--- src/rcr_pkg.sv ---
// Package for the clock register front end: offsets, fields, timing.
// Assumes a 25 MHz register clock and 16-bit word accesses.
package rcr_pkg;
    // ****************************************
    // Register map
    // ****************************************
    localparam logic [15:0] ADDR_CTL = 16'h56c0;
    localparam logic [15:0] ADDR_IEN = 16'h56c2;
    localparam logic [15:0] ADDR_IFLG = 16'h56c4;
    localparam logic [15:0] ADDR_MS = 16'h56c6;
    localparam logic [15:0] ADDR_HOUR = 16'h56c8;
    localparam int BIT_RUN = 0;
    localparam int BIT_HOURFMT = 4;
    localparam int BIT_DECFMT = 5;
    localparam int BIT_STATUS = 8;
    localparam int SRC_COUNT = 10;
    localparam logic [9:0] SRC_RESET = 10'h000;
    localparam logic [15:0] WORD_ZERO = 16'h0000;
    // Source positions
    localparam int SRC_32HZ = 0;
    localparam int SRC_8HZ = 1;
    localparam int SRC_4HZ = 2;
    localparam int SRC_1HZ = 3;
    localparam int SRC_10S = 4;
    localparam int SRC_1M = 5;
    localparam int SRC_10M = 6;
    localparam int SRC_1H = 7;
    localparam int SRC_HD = 8;
    localparam int SRC_1D = 9;
    // ****************************************
    // Timing
    // ****************************************
    localparam int CLK_HZ = 25_000_000;
    localparam int TICK_HZ = 32;
    localparam int TICK_CYCLES = CLK_HZ / TICK_HZ;
    localparam int TICK_W = 20;
    localparam logic [4:0] SUB_LAST = 5'h1f;
    localparam logic [6:0] BIN_MS_LAST = 7'h3b;
    localparam logic [6:0] BCD_MS_LAST = 7'h59;
    localparam logic [5:0] BIN_H_LAST = 6'h17;
    localparam logic [5:0] BCD_H_LAST = 6'h23;
    localparam logic [5:0] BIN_H12_LAST = 6'h0b;
    localparam logic [5:0] BCD_H12_LAST = 6'h11;
endpackage : rcr_pkg

--- src/rcr_time_cnt.sv ---
// Minute, second, hour and half-of-day counters with boundary pulses.
// Assumes a one-cycle second tick from the parent.
`timescale 1ns/100ps
`default_nettype none
module rcr_time_cnt
(
    input wire logic clk_i,
    input wire logic rst_i,
    input wire logic sec_tick_i,
    input wire logic bcd_i,
    input wire logic h12_i,
    input wire logic wr_ms_i,
    input wire logic wr_h_i,
    input wire logic [15:0] wdata_i,
    output logic [6:0] sec_o,
    output logic [6:0] min_o,
    output logic [5:0] hour_o,
    output logic pm_o,
    output logic ten_sec_o,
    output logic min_p_o,
    output logic ten_min_o,
    output logic hour_p_o,
    output logic half_day_o,
    output logic day_o
);
    typedef struct packed {
        logic [6:0] sec;
        logic [6:0] min;
        logic [5:0] hour;
        logic pm;
    } rcr_cnt_t;

    rcr_cnt_t st_r;
    rcr_cnt_t st_nxt;
    logic s_wrap;
    logic m_wrap;
    logic h_wrap;
    logic [6:0] hour_inc;

    // Increment in binary or BCD
    function automatic logic [6:0] rcr_inc(input logic [6:0] v,
                                          input logic bcd);
        if (bcd && v[3:0] == 4'h9)
            rcr_inc = {v[6:4] + 3'h1, 4'h0};
        else
            rcr_inc = v + 7'h01;
    endfunction : rcr_inc

    always_comb
    begin
        st_nxt = st_r;
        hour_inc = rcr_inc({1'b0, st_r.hour}, bcd_i);
        s_wrap = st_r.sec == (bcd_i ? rcr_pkg::BCD_MS_LAST
                                    : rcr_pkg::BIN_MS_LAST);
        m_wrap = st_r.min == (bcd_i ? rcr_pkg::BCD_MS_LAST
                                    : rcr_pkg::BIN_MS_LAST);
        if (h12_i)
            h_wrap = st_r.hour == (bcd_i ? rcr_pkg::BCD_H12_LAST
                                         : rcr_pkg::BIN_H12_LAST);
        else
            h_wrap = st_r.hour == (bcd_i ? rcr_pkg::BCD_H_LAST
                                         : rcr_pkg::BIN_H_LAST);
        ten_sec_o = 1'b0;
        min_p_o = 1'b0;
        ten_min_o = 1'b0;
        hour_p_o = 1'b0;
        half_day_o = 1'b0;
        day_o = 1'b0;
        if (sec_tick_i)
        begin
            ten_sec_o = bcd_i ? (st_r.sec[3:0] == 4'h9)
                              : ((7'(st_r.sec + 7'h01) % 7'd10) == 7'h00);
            if (s_wrap)
            begin
                st_nxt.sec = 7'h00;
                min_p_o = 1'b1;
                ten_min_o = bcd_i ? (st_r.min[3:0] == 4'h9)
                                  : ((7'(st_r.min + 7'h01) % 7'd10) == 7'h00);
                if (m_wrap)
                begin
                    st_nxt.min = 7'h00;
                    hour_p_o = 1'b1;
                    if (h_wrap)
                    begin
                        st_nxt.hour = 6'h00;
                        half_day_o = 1'b1;
                        st_nxt.pm = h12_i ? ~st_r.pm : 1'b0;
                        day_o = h12_i ? st_r.pm : 1'b1;
                    end
                    else
                    begin
                        st_nxt.hour = hour_inc[5:0];
                        if (!h12_i && st_nxt.hour ==
                            (bcd_i ? rcr_pkg::BCD_H12_LAST + 6'h01
                                   : rcr_pkg::BIN_H12_LAST + 6'h01))
                            half_day_o = 1'b1;
                    end
                end
                else
                    st_nxt.min = rcr_inc(st_r.min, bcd_i);
            end
            else
                st_nxt.sec = rcr_inc(st_r.sec, bcd_i);
        end
        if (wr_ms_i)
        begin
            st_nxt.min = wdata_i[14:8];
            st_nxt.sec = wdata_i[6:0];
        end
        if (wr_h_i)
        begin
            st_nxt.pm = wdata_i[7];
            st_nxt.hour = wdata_i[5:0];
        end
    end

    always_ff @(posedge clk_i)
    begin
        if (rst_i)
            st_r <= '0;
        else
            st_r <= st_nxt;
    end

    assign sec_o = st_r.sec;
    assign min_o = st_r.min;
    assign hour_o = st_r.hour;
    assign pm_o = st_r.pm;
endmodule : rcr_time_cnt
`default_nettype wire

--- src/rcr_regs.sv ---
// Clock control, interrupt enable and interrupt flag registers.
// Assumes a plain strobe bus with 16-bit words and one-cycle read data.
//
// Contract
// - Control bit 8 reads 1 while counting, 0 when stopped; resets 0.
// - Control bit 0 starts counters when 1, stops when 0; resets 0.
// - Control bit 5 selects BCD counting when 1, binary when 0.
// - Control bit 4 selects 12-hour when 1, 24-hour when 0.
// - Unused bits of control, enable and flag registers read zero.
// - Ten enable bits, day down to 32 Hz, reset 0.
// - Half-day and day enables are independent, each gates own source.
// - Day flag at bit 9 sets on its cause; resets 0.
// - Half-day flag at bit 8 sets on half-day boundary; resets 0.
// - Writing 1 clears a flag; software clears with 1, not 0.
// - Flags bits 7..0: hour, 10 min, minute, 10 s, 1, 4, 8, 32 Hz.
// - Minutes and seconds count 0..59 in 7 bits, binary or BCD.
// - Hours count 0..23 in 24-hour mode, 0..11 in 12-hour mode, in 6 bits, binary or BCD.
`timescale 1ns/100ps
`default_nettype none
module rcr_regs
#(
    // Product divide by default; a bench may shorten it
    parameter int TICK_CYCLES = rcr_pkg::TICK_CYCLES
)
(
    input wire logic CLK_SYS_I,
    input wire logic RESET_I,
    input wire logic [15:0] ADDR_I,
    input wire logic [15:0] WDATA_I,
    input wire logic WR_I,
    input wire logic RD_I,
    output logic [15:0] RDATA_O,
    output logic IRQ_O
);
    // ****************************************
    // State
    // ****************************************
    typedef struct packed {
        logic run;
        logic running;
        logic bcd;
        logic h12;
        logic [9:0] ien;
        logic [9:0] iflg;
        logic [rcr_pkg::TICK_W-1:0] div;
        logic [4:0] sub;
        logic [15:0] rdata;
        logic irq;
    } rcr_regs_t;

    localparam int TW = rcr_pkg::TICK_W;

    rcr_regs_t st_r;
    rcr_regs_t st_nxt;
    logic tick32;
    logic sec_tick;
    logic wr_ms;
    logic wr_h;
    logic [6:0] sec;
    logic [6:0] min;
    logic [5:0] hour;
    logic pm;
    logic ten_sec;
    logic min_p;
    logic ten_min;
    logic hour_p;
    logic half_day;
    logic day;
    logic [9:0] events;

    // Address match
    function automatic logic rcr_hit(input logic [15:0] a,
                                     input logic [15:0] r);
        rcr_hit = (a == r);
    endfunction : rcr_hit

    assign tick32 = st_r.running &&
        (st_r.div == TW'(TICK_CYCLES - 1));
    assign sec_tick = tick32 && (st_r.sub == rcr_pkg::SUB_LAST);
    assign wr_ms = WR_I && rcr_hit(ADDR_I, rcr_pkg::ADDR_MS);
    assign wr_h = WR_I && rcr_hit(ADDR_I, rcr_pkg::ADDR_HOUR);

    // ****************************************
    // Time counters
    // ****************************************
    rcr_time_cnt u_cnt
    (
        .clk_i(CLK_SYS_I),
        .rst_i(RESET_I),
        .sec_tick_i(sec_tick),
        .bcd_i(st_r.bcd),
        .h12_i(st_r.h12),
        .wr_ms_i(wr_ms),
        .wr_h_i(wr_h),
        .wdata_i(WDATA_I),
        .sec_o(sec),
        .min_o(min),
        .hour_o(hour),
        .pm_o(pm),
        .ten_sec_o(ten_sec),
        .min_p_o(min_p),
        .ten_min_o(ten_min),
        .hour_p_o(hour_p),
        .half_day_o(half_day),
        .day_o(day)
    );

    // ****************************************
    // Events
    // ****************************************
    always_comb
    begin
        events = rcr_pkg::SRC_RESET;
        events[rcr_pkg::SRC_32HZ] = tick32;
        events[rcr_pkg::SRC_8HZ] = tick32 && (st_r.sub[1:0] == 2'h3);
        events[rcr_pkg::SRC_4HZ] = tick32 && (st_r.sub[2:0] == 3'h7);
        events[rcr_pkg::SRC_1HZ] = sec_tick;
        events[rcr_pkg::SRC_10S] = ten_sec;
        events[rcr_pkg::SRC_1M] = min_p;
        events[rcr_pkg::SRC_10M] = ten_min;
        events[rcr_pkg::SRC_1H] = hour_p;
        events[rcr_pkg::SRC_HD] = half_day;
        events[rcr_pkg::SRC_1D] = day;
    end

    // ****************************************
    // Register logic
    // ****************************************
    always_comb
    begin
        st_nxt = st_r;
        st_nxt.running = st_r.run;
        if (st_r.running)
        begin
            if (tick32)
            begin
                st_nxt.div = '0;
                st_nxt.sub = st_r.sub + 5'h01;
            end
            else
                st_nxt.div = st_r.div + TW'(1);
        end
        if (WR_I && rcr_hit(ADDR_I, rcr_pkg::ADDR_CTL))
        begin
            st_nxt.run = WDATA_I[rcr_pkg::BIT_RUN];
            st_nxt.bcd = WDATA_I[rcr_pkg::BIT_DECFMT];
            st_nxt.h12 = WDATA_I[rcr_pkg::BIT_HOURFMT];
        end
        if (WR_I && rcr_hit(ADDR_I, rcr_pkg::ADDR_IEN))
            st_nxt.ien = WDATA_I[9:0];
        if (WR_I && rcr_hit(ADDR_I, rcr_pkg::ADDR_IFLG))
            st_nxt.iflg = st_r.iflg & ~WDATA_I[9:0];
        // Set wins over a same-cycle clear
        st_nxt.iflg = st_nxt.iflg | events;
        st_nxt.irq = |(st_nxt.iflg & st_nxt.ien);
        st_nxt.rdata = rcr_pkg::WORD_ZERO;
        if (RD_I)
        begin
            case (ADDR_I)
                rcr_pkg::ADDR_CTL:
                begin
                    st_nxt.rdata[rcr_pkg::BIT_STATUS] = st_r.running;
                    st_nxt.rdata[rcr_pkg::BIT_DECFMT] = st_r.bcd;
                    st_nxt.rdata[rcr_pkg::BIT_HOURFMT] = st_r.h12;
                    st_nxt.rdata[rcr_pkg::BIT_RUN] = st_r.run;
                end
                rcr_pkg::ADDR_IEN: st_nxt.rdata[9:0] = st_r.ien;
                rcr_pkg::ADDR_IFLG: st_nxt.rdata[9:0] = st_r.iflg;
                rcr_pkg::ADDR_MS: st_nxt.rdata = {1'b0, min, 1'b0, sec};
                rcr_pkg::ADDR_HOUR: st_nxt.rdata = {8'h00, pm, 1'b0, hour};
                default: st_nxt.rdata = rcr_pkg::WORD_ZERO;
            endcase
        end
    end

    always_ff @(posedge CLK_SYS_I)
    begin
        if (RESET_I)
            st_r <= '0;
        else
            st_r <= st_nxt;
    end

    assign RDATA_O = st_r.rdata;
    assign IRQ_O = st_r.irq;
endmodule : rcr_regs
`default_nettype wire

--- config.mk ---
export PLATFORM = sky130hd
export DESIGN_NAME = rcr_regs
export DESIGN_NICKNAME = d
export VERILOG_FILES = /design/src/rcr_pkg.sv /design/src/rcr_time_cnt.sv /design/src/rcr_regs.sv
export SDC_FILE = /design/constraint.sdc
export NUM_CORES = 1
export LEC_CHECK = 0
export BUFFER_PORTS_ARGS = -buffer_cell sky130_fd_sc_hd__buf_2
export CAP_MARGIN = 20
export CORE_MARGIN = 2
export CORE_UTILIZATION = 50
export DETAILED_ROUTE_END_ITERATION = 7
export HOLD_SLACK_MARGIN = 0.12
export PLACE_DENSITY = 0.69
export SETUP_SLACK_MARGIN = 0.2
export SLEW_MARGIN = 25
export SYNTH_ARGS = -nofsm -noshare
export SYNTH_HDL_FRONTEND = slang
export SYNTH_SLANG_ARGS = --single-unit
--- constraint.sdc ---
create_clock -name CLK_SYS_I -period 6.5 [get_ports CLK_SYS_I]
set_input_delay 1.3 -clock CLK_SYS_I [delete_from_list [all_inputs] [get_ports CLK_SYS_I]]
set_output_delay 1.3 -clock CLK_SYS_I [all_outputs]
set_load 0.005 [all_outputs]
==> results.md <==
- Vias/cell: approximately 6.1
- Number of diodes added for antenna fixing: 0
- Initial Util: about half
- Total number of clock tree sinks: 86
- Detailed-route wire length per cell: around 17 µm
- Vias in the first global route: approximately 4900
- DR vias: 5276
- Fraction of the yosys area taken by sequential cells: 30.7%
- Number of antenna violations at the first check in global routing: 0
- Slew at the pin closest to its max-slew limit: 1000 ps
- Adder-Cell Fraction of Synth Area: under 10%
- Fraction of registers with async set or reset after synthesis: 0%
- Power per unit of standard cell area: roughly 160 nW/µm²
- Element type at the critical path start: register
- Critical Path Fanout Max: 10
- Number of hold buffers added after cts: 0
- Shortest clock period the worst path allows after layout: 4640 ps
- Overall power of the completed layout: 0.000988 W
- Die W: around 110 µm
- IO Count: 53
- Weighted congestion reported at the end of routability-driven placement: 0.899
- Yosys top cell by area: dfxtp_1
- TritonCTS buffer count: 9
- Die extent in y: 110 µm
- Complex-gate fraction of the synthesized area: 19.4%
- # H-tree levels: 3
- Overflow left after global routing: 0
- Post-route clock skew: approximately 11 ps
- Floorplan die area: 12100 µm²
- Total nets after synthesis: 769
- Xor and xnor area share after synthesis: 7.52%
- Data required time of the critical path: 6750 ps
- CTS Root Buffer Type: clkbuf_8
- Ranking of synthesized cells by area: dfxtp_1 31%, nor2_1 5.5%, ha_1 5.1%, nand2_1 4.8%, xor2_1 3.7%
- Max Clk Rate: 0.216 GHz
- Cells after synthesis: between 700 and 800
- Max VDD drop: 120 µV
- Final-layout setup total negative slack: 0 ps
- Port Buf Inserts: 50
- Crit path kind: reg2reg
- # resized after CTS: 0
- Combinational family with the most area after synthesis: simple AND/OR/NAND/NOR gates
- Multiplexer share of the synthesized area: 3.84%
- Clock slew at the register clock pins of the worst setup and hold paths: 80 ps
- Post-synthesis average cell area: 7.90 µm²
- Global-route wire length before repair: around 24 mm
- DRC violations left: 0
- Core area: 10900 µm²
- Fraction of final layout cells sized beyond drive strength 1: 13.5%
- Number of iterations in the first detailed-routing pass: 5
- Number of warnings printed during yosys synthesis: 0
- Most instantiated library cell after synthesis: dfxtp_1
- Yosys top cell area share: 30.7%
- Instance count along the most critical hold path: 2
- ANT nets after route: 0
- Unrepaired setup endpoints after global routing: no
- Synthesized area: 5610 µm²
- Depth of the worst register-to-register path: 17
- Status: finished, final reports clean
- HPWL Detailed: 10.8 mm
- Top cell types by occurrence after synthesis: 86 x dfxtp_1, 82 x nor2_1, 71 x nand2_1
- Crit path DAT: 4890 ps
- DRT Wirelength: 14.8 mm
- Area growth from synthesis to final layout: 7.16%
- Placement Rows: 38
- All-Layer GR Usage: 25.7%
- Hold violation total from the final report: 0
- Number of pins with negative max-slew slack in the final report: 0
- Simple-gate area share of the yosys netlist: a little over a quarter
- Worst relative slew slack: 32.8%
- Max Cap Violations: 0
- Clock tree from TritonCTS: done
- Final worst-path cycle share: 71.3%
- Largest net degree at the start of global routing: 60
- Worst min-delay path category: reg2reg
- Number of DRC markers in iteration 0: between 400 and 500
- Later-pin clock latency in the skew report: 380 ps
- Commonest register cell after synthesis: dfxtp_1
- Count of flip-flops with a built-in enable after synthesis: 0
- Maximum buffer depth of the clock tree: 2
- Setup bufs post-CTS: 0
- Number of storage elements in the synthesis netlist: between 80 and 90
- Final net count: 779
- Layout fillers: 1025
- Final setup violation count: 0
- Count of unique library cells instantiated by Yosys: 83
- Static leakage: 2.25 nW
- Critical path endpoint category: register
layer usage:
metal / vias up / track usage, % / share of wire (%)
met2: 194 / 40.4 / 47
li1: 2552 / - / -
met4: 0 / 8.68 / 1.6
met3: 32 / 5.57 / 6.7
met5: - / 0 / 0
met1: 2498 / 34.7 / 45
layout make-up:
class / instances / area (µm²) / area share (%)
well taps: 140 / 175 / 2.92
repair buffers: 53 / 273 / 4.54
inverters: 16 / 60.1 / 1.00
clock buffers: 11 / 141 / 2.35
clock inverters: 5 / 82.6 / 1.37
flip-flops and latches: 86 / 1720 / 28.7
multi-input cells: 554 / 3550 / 59.2
power breakdown:
group | internal, W | switching (W) | total (W)
combinational | 0.0000110 | 0.0000224 | 0.0000334
clock | 0.000228 | 0.000200 | 0.000428
sequential | 0.000526 | 0.00000000443 | 0.000526
total | 0.000765 | 0.000223 | 0.000988
through the flow:
stage          worst slack (ps)  hold slack [ps]  utilization, %  cell area, µm²  cells
3_3_place_gp               2080              443            53.0            5770    849
5_1_grt                    1530              493            55.2            6010    865
6_report                   1860              464            55.2            6010    865
4_1_cts                    1940              468            55.1            6000    865
2_1_floorplan              2450              427               -            5610    710
3_5_place_dp               1960              456            53.0            5770    849
state kept, by name, indices dropped and copies added, names as in the netlist:
signal	count
st_r	48
RDATA_O	15
u_cnt.min_o	7
u_cnt.sec_o	7
u_cnt.hour_o	6
IRQ_O	1
st_nxt	1
u_cnt.pm_o	1
worst max-delay path: stages (launching register included):
cell	delay [ps]
dfxtp_1	610
nand2_2	140
nor3_1	430
nor2_1	200
ha_1	290
or4b_4	620
nand3_2	170
xnor2_4	130
a311oi_2	310
a2bb2oi_1	230
ha_1	200
nor3_1	70
a221o_1	300
o21ai_0	70
nand3_1	110
a31o_1	210
and3_1	140
or3_1	290
final timing paths:
path                            slack, ps                   startpoint                    end
worst min-delay path                  460        st_r[21]$_SDFFE_PP0P_  st_r[21]$_SDFFE_PP0P_
worst max-delay path                 1860  u_cnt.sec_o[2]$_SDFFE_PP0P_       IRQ_O$_SDFF_PP0_
worst min register to register        460        st_r[21]$_SDFFE_PP0P_  st_r[21]$_SDFFE_PP0P_
worst max register to register       1860  u_cnt.sec_o[2]$_SDFFE_PP0P_       IRQ_O$_SDFF_PP0_
cell families (layout without fill, tap and decap cells):
family                     after synthesis  after routing
adders and majority gates               23             23
and+or+nand+nor                        303            303
DFF                                     86             86
AOI/OAI and AO/OA                      160            160
muxes                                   21             21
other                                    1              1
xor gates and xnor gates                46             46
buffers and inverters                   70             85
placed cells by master (no fill, tap or decap), drive strengths merged, types with 4 or more instances in the layout:
cell type / n
nor2: 83
inv: 15
or3: 5
nand3: 36
nand4: 15
nand2b: 8
a211oi: 8
and2: 6
dfxtp: 86
xnor2: 22
nor4: 5
clkinv: 4
mux2i: 17
ha: 23
o211ai: 5
nand2: 73
and4: 4
a21oi: 41
o21a: 4
xor2: 24
o31ai: 4
nor3: 22
o21ai: 30
and3: 19
buf: 53
nor2b: 8
mux2: 4
a22oi: 18
clkbuf: 11
a31oi: 10
No activity file was read; power rests on OpenSTA's default activity.
